File: src/host_port_regs.vh
// What this block does
// - Address latched from shared lines on falling edge of latch strobe.
// - Second bus family: strobe/mode-zero level picks auxiliary pin role.
// - Seven register-select lines choose one internal register per access in family low; family high reuses the last latched address.
// - Active-low interrupt asserted whenever any internal source requests.
// - Interrupt source and cause readable in status registers.
// - Interrupt pin only pulls low, never drives high.
// - Acknowledge acts as select: reads pop receive FIFO, writes push transmit.
// - Any active acknowledge overrides register selects, FIFO addressed.
// - Bus-family input low: separate read/write strobes; high: alternative.
`ifndef HOST_PORT_REGS_VH
`define HOST_PORT_REGS_VH
`define ADDR_W 7
`define SRC_W 8
// Register-select codes for the status and FIFO views
`define ADDR_FIFO_A 7'h00
`define ADDR_FIFO_B 7'h40
`define ADDR_CAUSE_A 7'h20
`define ADDR_CAUSE_B 7'h60
`define ADDR_EXT_A 7'h24
`define ADDR_EXT_B 7'h64
`define CAUSE_RESET 8'h00
`define TGT_NONE 3'h0
`define TGT_FIFO_A 3'h1
`define TGT_FIFO_B 3'h2
`define TGT_CAUSE_A 3'h3
`define TGT_CAUSE_B 3'h4
`define TGT_EXT_A 3'h5
`define TGT_EXT_B 3'h6
`endif

File: src/irq_cause_keeper.v
`timescale 1ns/100ps
`default_nettype none
`include "host_port_regs.vh"
module irq_cause_keeper
(
  input wire clk_in,
  input wire reset_in,
  input wire [`SRC_W-1:0] event_in,
  input wire read_ack_in,
  output reg [`SRC_W-1:0] cause_q,
  output wire pending_out
);
  reg [`SRC_W-1:0] cause_d;

  // Read shows all of cause_q, so all of it clears; a new event wins
  always @*
  begin
    cause_d = cause_q;
    if (read_ack_in)
      cause_d = {`SRC_W{1'b0}};
    cause_d = cause_d | event_in;
  end

  always @(posedge clk_in)
  begin
    if (reset_in)
    begin
      cause_q <= `CAUSE_RESET;
    end
    else
    begin
      cause_q <= cause_d;
    end
  end

  assign pending_out = |cause_q;
endmodule // irq_cause_keeper
`default_nettype wire

File: src/host_bus_port.v
`timescale 1ns/100ps
`default_nettype none
`include "host_port_regs.vh"
module host_bus_port
(
  input wire CLK_IN,
  input wire RESET_IN,
  input wire BUS_FAMILY_SELECT_IN,
  input wire BUS_MODE_SELECT_LOW_IN,
  input wire [`ADDR_W-1:0] REGISTER_SELECT_LINES_IN,
  input wire RD_N_IN,
  input wire WR_N_IN,
  input wire CS_N_IN,
  input wire DMA_GRANT_CH_A_N_IN,
  input wire DMA_GRANT_CH_B_N_IN,
  input wire [`SRC_W-1:0] EVENT_A_IN,
  input wire [`SRC_W-1:0] EVENT_B_IN,
  input wire [`SRC_W-1:0] EXT_EVENT_A_IN,
  input wire [`SRC_W-1:0] EXT_EVENT_B_IN,
  input wire [7:0] RX_FIFO_A_IN,
  input wire [7:0] RX_FIFO_B_IN,
  output reg [`ADDR_W-1:0] LATCHED_ADDR_OUT,
  output reg [2:0] TARGET_OUT,
  output reg [7:0] READ_DATA_OUT,
  output reg READ_VALID_OUT,
  output wire RX_POP_A_OUT,
  output wire RX_POP_B_OUT,
  output wire TX_PUSH_A_OUT,
  output wire TX_PUSH_B_OUT,
  output wire REG_WRITE_OUT,
  output wire AUX_BUS_CONTROL_PIN_ROLE_OUT,
  output wire INT_N_OUT,
  output wire INT_N_OE_OUT
);
  reg ale_prev_q;
  reg [`ADDR_W-1:0] addr_q;
  reg [`ADDR_W-1:0] lines_prev_q;
  reg rd_prev_q;
  reg wr_prev_q;
  wire [`ADDR_W-1:0] eff_addr;
  wire ale_fall;
  wire rd_strobe;
  wire wr_strobe;
  wire grant_a;
  wire grant_b;
  wire reg_sel;
  wire [2:0] tgt;
  wire [`SRC_W-1:0] cause_a;
  wire [`SRC_W-1:0] cause_b;
  wire [`SRC_W-1:0] ext_a;
  wire [`SRC_W-1:0] ext_b;
  wire [3:0] pend;
  wire [`SRC_W*4-1:0] evt_bus;
  wire [3:0] ack;

  // Register map decode, also used to pick read data
  function [2:0] decode;
    input [`ADDR_W-1:0] a;
    begin
      case (a)
        `ADDR_FIFO_A: decode = `TGT_FIFO_A;
        `ADDR_FIFO_B: decode = `TGT_FIFO_B;
        `ADDR_CAUSE_A: decode = `TGT_CAUSE_A;
        `ADDR_CAUSE_B: decode = `TGT_CAUSE_B;
        `ADDR_EXT_A: decode = `TGT_EXT_A;
        `ADDR_EXT_B: decode = `TGT_EXT_B;
        default: decode = `TGT_NONE;
      endcase
    end
  endfunction

  // Latch strobe shares the mode-zero pin; only meaningful in family low
  assign ale_fall = ale_prev_q & ~BUS_MODE_SELECT_LOW_IN;
  // Held-high latch strobe passes the address lines straight through
  assign eff_addr = (!BUS_FAMILY_SELECT_IN && BUS_MODE_SELECT_LOW_IN) ?
    REGISTER_SELECT_LINES_IN : addr_q;

  // Family low: separate active-low strobes. High: RD_N is R/W, WR_N is DS
  assign rd_strobe = BUS_FAMILY_SELECT_IN ? (RD_N_IN & ~WR_N_IN) :
    ~RD_N_IN;
  assign wr_strobe = BUS_FAMILY_SELECT_IN ? (~RD_N_IN & ~WR_N_IN) :
    ~WR_N_IN;
  assign AUX_BUS_CONTROL_PIN_ROLE_OUT = BUS_FAMILY_SELECT_IN &
    BUS_MODE_SELECT_LOW_IN;

  assign grant_a = ~DMA_GRANT_CH_A_N_IN;
  assign grant_b = ~DMA_GRANT_CH_B_N_IN & DMA_GRANT_CH_A_N_IN;
  assign reg_sel = ~CS_N_IN & DMA_GRANT_CH_A_N_IN & DMA_GRANT_CH_B_N_IN;
  // Grants override the selects; channel A wins if both are low
  assign tgt = grant_a ? `TGT_FIFO_A : grant_b ? `TGT_FIFO_B :
    reg_sel ? decode(eff_addr) : `TGT_NONE;

  // One-cycle pulses on strobe leading edges
  assign RX_POP_A_OUT = rd_strobe & ~rd_prev_q &
    (tgt == `TGT_FIFO_A);
  assign RX_POP_B_OUT = rd_strobe & ~rd_prev_q &
    (tgt == `TGT_FIFO_B);
  assign TX_PUSH_A_OUT = wr_strobe & ~wr_prev_q &
    (tgt == `TGT_FIFO_A);
  assign TX_PUSH_B_OUT = wr_strobe & ~wr_prev_q &
    (tgt == `TGT_FIFO_B);
  assign REG_WRITE_OUT = wr_strobe & ~wr_prev_q & reg_sel;

  assign evt_bus = {EXT_EVENT_B_IN, EXT_EVENT_A_IN, EVENT_B_IN, EVENT_A_IN};
  assign ack[0] = rd_strobe & ~rd_prev_q & (tgt == `TGT_CAUSE_A);
  assign ack[1] = rd_strobe & ~rd_prev_q & (tgt == `TGT_CAUSE_B);
  assign ack[2] = rd_strobe & ~rd_prev_q & (tgt == `TGT_EXT_A);
  assign ack[3] = rd_strobe & ~rd_prev_q & (tgt == `TGT_EXT_B);

  genvar gi;
  wire [`SRC_W*4-1:0] cause_bus;
  generate
    for (gi = 0; gi < 4; gi = gi + 1)
    begin : g_cause
      irq_cause_keeper u_keep
      (
        .clk_in(CLK_IN),
        .reset_in(RESET_IN),
        .event_in(evt_bus[gi*`SRC_W +: `SRC_W]),
        .read_ack_in(ack[gi]),
        .cause_q(cause_bus[gi*`SRC_W +: `SRC_W]),
        .pending_out(pend[gi])
      );
    end
  endgenerate
  assign cause_a = cause_bus[`SRC_W-1:0];
  assign cause_b = cause_bus[2*`SRC_W-1:`SRC_W];
  assign ext_a = cause_bus[3*`SRC_W-1:2*`SRC_W];
  assign ext_b = cause_bus[4*`SRC_W-1:3*`SRC_W];

  // Open drain: output level is always low, only the enable moves
  assign INT_N_OUT = 1'b0;
  assign INT_N_OE_OUT = |pend;

  always @(posedge CLK_IN)
  begin
    if (RESET_IN)
    begin
      ale_prev_q <= 1'b0;
      addr_q <= {`ADDR_W{1'b0}};
      lines_prev_q <= {`ADDR_W{1'b0}};
      rd_prev_q <= 1'b0;
      wr_prev_q <= 1'b0;
      LATCHED_ADDR_OUT <= {`ADDR_W{1'b0}};
      TARGET_OUT <= `TGT_NONE;
      READ_DATA_OUT <= 8'h00;
      READ_VALID_OUT <= 1'b0;
    end
    else
    begin
      ale_prev_q <= BUS_MODE_SELECT_LOW_IN & ~BUS_FAMILY_SELECT_IN;
      // Lines already carry data once the strobe is low; use last address
      lines_prev_q <= REGISTER_SELECT_LINES_IN;
      if (ale_fall && !BUS_FAMILY_SELECT_IN)
        addr_q <= lines_prev_q;
      rd_prev_q <= rd_strobe;
      wr_prev_q <= wr_strobe;
      LATCHED_ADDR_OUT <= eff_addr;
      TARGET_OUT <= tgt;
      READ_VALID_OUT <= rd_strobe & ~rd_prev_q & (tgt != `TGT_NONE);
      if (rd_strobe && !rd_prev_q)
      begin
        case (tgt)
          `TGT_FIFO_A: READ_DATA_OUT <= RX_FIFO_A_IN;
          `TGT_FIFO_B: READ_DATA_OUT <= RX_FIFO_B_IN;
          `TGT_CAUSE_A: READ_DATA_OUT <= cause_a;
          `TGT_CAUSE_B: READ_DATA_OUT <= cause_b;
          `TGT_EXT_A: READ_DATA_OUT <= ext_a;
          `TGT_EXT_B: READ_DATA_OUT <= ext_b;
          default: READ_DATA_OUT <= 8'h00;
        endcase
      end
    end
  end
endmodule // host_bus_port
`default_nettype wire

File: config.mk
export PLATFORM = sky130hd
export DESIGN_NAME = host_bus_port
export DESIGN_NICKNAME = d
export VERILOG_FILES = /design/src/irq_cause_keeper.v /design/src/host_bus_port.v
export VERILOG_INCLUDE_DIRS = /design/src /design/src/src
export SDC_FILE = /design/constraint.sdc
export NUM_CORES = 1
export LEC_CHECK = 0
export ABC_CLOCK_PERIOD_IN_PS = 3600
export BUFFER_PORTS_ARGS = -buffer_cell sky130_fd_sc_hd__clkbuf_2
export CORE_MARGIN = 2
export CORE_UTILIZATION = 45
export DETAILED_ROUTE_END_ITERATION = 10
export GPL_TIMING_DRIVEN = 0
export PLACE_DENSITY = 0.73
export REMOVE_ABC_BUFFERS = 1
export SLEW_MARGIN = 0
export SYNTH_ARGS = -nofsm -noshare
export SYNTH_HDL_FRONTEND = slang
export SYNTH_HIERARCHICAL = 1
export SYNTH_SLANG_ARGS = --single-unit
export TNS_END_PERCENT = 20
File: constraint.sdc
create_clock -name CLK_IN -period 3.6 [get_ports CLK_IN]
set_input_delay 0.18 -clock CLK_IN [delete_from_list [all_inputs] [get_ports CLK_IN]]
set_output_delay 0.18 -clock CLK_IN [all_outputs]
set_load 0.03 [all_outputs]
==> results.ini, run 1 <==
[grt]
antenna_found_initial = 0
track_usage = 0.211
grt_max_degree = 62
grt_pass1_vias = 2683
overflow = 0
grt_pass1_wl_mm = 12.6

[sta]
tns_ns = 0
rsz0062_at_grt = false
max_freq_ghz = 0.347
slew_violations = 0
period_share = 0.800
period_needed_ns = 2.88
whs_ns = 0.0156
finalClockSkew_ns = 0.0110
worstMarginPinSlew_ns = 1.36
fin_ws_ns = 0.719
slew_headroom = 0.0942
hold_viol = 0
setup_viol = 0

[pwr]
ir_drop_mv = 0.289
powerDensity_nw_per_um2 = 463
leakage_nw = 1.76

[clock_network]
clockBufferDepth = 2
ctsHoldBuffers = 0
cts.clk_slew.worst_paths_ns = 0.07
cts_tree = built
clkSinkCount = 68
clock-root-buffer = clkbuf_8
htree_levels = 3
ctsResizeCount = 0
cts_inserted_buffers = 9
post-cts-setup-buffers = 0
clk_latency_ns = 0.36

[critical_path]
path_class = reg -> out
crit_path_end_kind = primary output
required_ns = 3.42
critPathMaxFanout = 12
r2r_slack_ns = 0.78
cp.arrival_ns = 2.70
startpoint_type = flop

[final_layout]
diodes = 0
fill_cells = 662
areaGrowthSynthToFinish_pct = 22.0
fin_nets = 521
seq_area_um2 = 1360
multi_input_area_um2 = 1590
final_util = 0.571
drive_gt1_frac = 0.264

[route]
drcViolationCount = 0
vias = 2933
drt_wl_total_mm = 7.88
antenna_left = 0
avgRoutedWirePerCell_um = 14.1
avgViaCountPerCell = 5.26
drt_iter0_markers = 163
firstDrtPassIters = 5

[floorplanning]
initial_utilization = 0.468
die_h_um = 88.3
io_pins = 91
die_area_um2 = 7800
die_w_um = 88.3
core_um2 = 6830
num_rows = 30

[logic_synthesis]
ys_seq_area_frac = 0.425
syn_area_per_cell_um2 = 8.53
synthTopCellsByArea = dfxtp_1 (43%), a21oi_1 (6.9%), nand2b_1 (6.3%)
mappedNetlistArea_um2 = 3200
yosys.area.top_type_share = 0.425
synth_common_cells = dfxtp_1 (68), a21oi_1 (44), inv_1 (36)
yosysWarnings = 6
synth_cell_types = 60
synth_largest_area_cell = dfxtp_1
synth-main-ff-cell = dfxtp_1
synth_edf_count = 0
synthCells = 375
async_flop_share = 0
yosys_register_bits = 68
synth.most_common_cell = dfxtp_1

[placement]
dpl.hpwl_mm = 5.83
port_buffers = 89
gp_congestion = 0.871
post-place-ws_ns = 0.786

[run_status]
outcome = finished clean

[min_path]
min_path_type = in -> reg

[job]
max-cap-violations = 0

## per-layer routing
layer,global-route usage,vias to the layer above,share of wire
met4,0.102,0,0.018
met2,0.335,110,0.48
met3,0.0513,18,0.074
met1,0.271,1346,0.43
met5,0,-,0
li1,-,1459,-
## layout by cell type (no fill, tap or decap), types with 2 or more instances in the layout
cell	n
a211oi_1	2
a21oi_1	44
a221o_1	4
a22o_1	3
a22oi_1	2
a31oi_1	5
a32o_1	5
a41oi_1	3
and2_2	2
bufinv_16	3
clkbuf_2	89
clkbuf_8	10
clkinv_2	2
dfxtp_1	68
inv_1	36
mux2i_1	13
nand2_1	32
nand2_2	2
nand2b_1	32
nand3_1	13
nand4_1	3
nor2_1	24
nor2b_1	10
nor3b_1	4
nor4_1	9
nor4_4	2
o211ai_1	3
o21a_1	2
o21ai_0	4
or3_1	2
xnor2_1	2
## logic make-up after synthesis
family,Yosys count,share of synthesized area
compound gates,89,0.192
mux,14,0.0442
other cells,1,0.00117
xor+xnor,2,0.00547
buf+inv,55,0.0786
simple gates,146,0.254
flops,68,0.425
## worst max-delay path: stages, from the launching register on
cell and delay, ns:
dfxtp_1 0.42, nor4_4 0.09, and2_1 0.17, a32o_1 0.32, nor2_1 0.77, nand3_1 0.22
nor2_1 0.15, clkbuf_2 0.21
## flip-flops by register name, summed over array words and instances (netlist names)
signal	flops
READ_DATA_OUT	8
wr_prev_q	1
READ_VALID_OUT	1
TARGET_OUT	3
lines_prev_q	7
addr_q	7
LATCHED_ADDR_OUT	7
rd_prev_q	1
ale_prev_q	1
g_cause.u_keep/cause_q	32
## per-stage QoR
stage	cell area, um2	instances	total power (W)
floorplan	3090	357	0.000956
CTS	3900	558	0.00182
global route	3900	558	0.00188
global placement	3650	542	0.00105
detailed placement	3650	542	0.00105
finish	3900	558	0.00181
## worst paths after layout
path                            cells after the start             from                            to
worst max-delay path                                7        addr_q[1]                 TX_PUSH_B_OUT
worst min-delay path                                2          WR_N_IN                     wr_prev_q
worst max register to register                      7        addr_q[1]  g_cause[0].u_keep/cause_q[1]
worst min register to register                      2  lines_prev_q[5]                     addr_q[5]
## layout make-up
| cell class | instances | area share |
|---|---|---|
| clock buffers | 10 | 0.0353 |
| well taps | 96 | 0.0308 |
| repair buffers | 89 | 0.114 |
| flip-flops and latches | 68 | 0.349 |
| inverters | 37 | 0.0359 |
| multi-input cells | 252 | 0.407 |
| clock inverters | 6 | 0.0285 |
## power by group
group,switching [W],internal (W)
logic,0.000126,0.0000873
clock network,0.000292,0.000478
registers,0.0000298,0.000794
Power figures use the tool's default switching activity.
==> run 2: changes to the inputs <==
- ABC_CLOCK_PERIOD_IN_PS: 3600 -> 2800
- clock period: 3.6 -> 2.8 ns (I/O delays scaled with it)
==> run 2 against run 1 <==
Largest power group unchanged; critical endpoint is now TX_PUSH_A_OUT; utilization is 3.7 points higher; sequential power increased by 29%; die area stayed put; worst hold slack worse by 0.014 ns; combinational power increased by 43%.
==> results.ini, run 2 (same netlist as run 1, synthesis figures left out) <==
[final_layout]
stdcell_area_um2 = 4160
final_util = 0.609
fin_nets = 543
layout.cells.non_filler = 580
diodes = 0
areaGrowthSynthToFinish_pct = 29.9
drive_gt1_frac = 0.260
final_common_cell = clkbuf_2
final_cell_mix = clkbuf_2 (89), dfxtp_1 (68), a21oi_1 (44), inv_1 (36)
multi_input_area_um2 = 1620
largest-register = g_cause.u_keep/cause_q
fill_cells = 632
largestRegisters = g_cause.u_keep/cause_q: 32 flops, READ_DATA_OUT: 8 flops
seq_area_um2 = 1360
largest_reg_flops = 32

[route]
drcViolationCount = 0
avgViaCountPerCell = 5.29
avgRoutedWirePerCell_um = 14.4
drt_iter0_markers = 183
antenna_left = 0
drt_wl_total_mm = 8.34
vias = 3066
firstDrtPassIters = 4

[run_status]
outcome = finished clean

[placement]
dpl.hpwl_mm = 5.83
gp_congestion = 0.871
post-place-ws_ns = 0.0262
port_buffers = 89
placed_cell_area_um2 = 3650
placed_cells = 542

[min_path]
min_path_type = in -> reg
hold_path_depth = 3

[job]
max-cap-violations = 0

[floorplanning]
die_area_um2 = 7800
num_rows = 30
die_w_um = 88.3
initial_utilization = 0.468
io_pins = 91
core_um2 = 6830
die_h_um = 88.3

[critical_path]
r2r_slack_ns = 0.22
crit_cells = 7
startpoint_type = flop
path_delay_family = simple AND/OR/NAND/NOR gates
path_class = reg -> out
cp_slowest_stage_delay_ns = 0.38
critPathMaxFanout = 12
critPathBufInv = 1
required_ns = 2.66
slowest_stage = or3_1
ff2ff_path_depth = 8
cp.arrival_ns = 2.49
worstPathCellList = nor4_4 > and2_1 > a32o_1 > nor2_2 > or3_1 > nor2_1 > clkbuf_2
crit_path_end_kind = primary output

[clock_network]
htree_levels = 3
clk_latency_ns = 0.36
cts_tree = built
cts.clk_slew.worst_paths_ns = 0.07
clock-root-buffer = clkbuf_8
clockBufferDepth = 2
post-cts-setup-buffers = 0
cts_inserted_buffers = 9
clkSinkCount = 68

[pwr]
powerDensity_nw_per_um2 = 566
ir_drop_mv = 0.380
leakage_nw = 1.86

[grt]
grt_max_degree = 62
antenna_found_initial = 0
grt_pass1_wl_mm = 13.3
track_usage = 0.224
grt_pass1_vias = 2870
overflow = 0

[sta]
tns_ns = 0
period_needed_ns = 2.63
rsz0062_at_grt = false
fin_ws_ns = 0.174
worstMarginPinSlew_ns = 1.35
max_freq_ghz = 0.381
period_share = 0.938
setup_viol = 0
slew_headroom = 0.0967
slew_violations = 0
finalClockSkew_ns = 0.0103
hold_viol = 0

run 2: worst register-to-register path, cell delays in order, from the launching register on:
cell	delay, ns
dfxtp_1	0.42
nor4_4	0.09
and2_1	0.18
a32oi_2	0.37
nand2_1	0.32
or3_1	0.43
nor2_1	0.32
nand2b_1	0.19
a21oi_1	0.09
run 2: layer usage:
metal | GRT usage | vias to the layer above | wire [um]
met5 | 0 | - | 0
met4 | 0.110 | 0 | 188
met3 | 0.0522 | 20 | 645
met2 | 0.368 | 131 | 4120
met1 | 0.276 | 1411 | 3390
li1 | - | 1504 | -
run 2: area by class of cell:
type | instances | share of cell area
Multi-Input combinational cell | 252 | 0.390
Sequential cell | 68 | 0.327
Timing Repair Buffer | 111 | 0.160
Inverter | 37 | 0.0337
Clock buffer | 10 | 0.0331
Tap cell | 96 | 0.0289
Clock inverter | 6 | 0.0268
run 2: path summary, 6_finish.rpt:
| check | startpoint | to |
|---|---|---|
| max | addr_q[1] | TX_PUSH_A_OUT |
| min | EVENT_A_IN[3] | g_cause[0].u_keep/cause_q[3] |
| max reg2reg | addr_q[1] | g_cause[1].u_keep/cause_q[6] |
| min reg2reg | lines_prev_q[5] | addr_q[5] |
run 2: metrics by stage:
step                      total power [W]  hold slack (ns)
after floorplan                   0.00123            0.209
after global placement            0.00135            0.340
after detailed placement          0.00135            0.344
after CTS                         0.00237         0.000124
after global routing              0.00245          0.00742
final                             0.00236          0.00171
run 2: where the power goes:
part / internal [W] / total (W) / switching [W]
clock network: 0.000615 / 0.000992 / 0.000377
registers: 0.00102 / 0.00106 / 0.0000388
logic: 0.000134 / 0.000305 / 0.000171
total: 0.00177 / 0.00236 / 0.000587
run 2: repair_timing:
action,CTS,global route
gates cloned,0,0
endpoints found under the setup margin,3,18
resized for setup,3,2
hold endpoints to repair,22,0
hold buffers,22,0
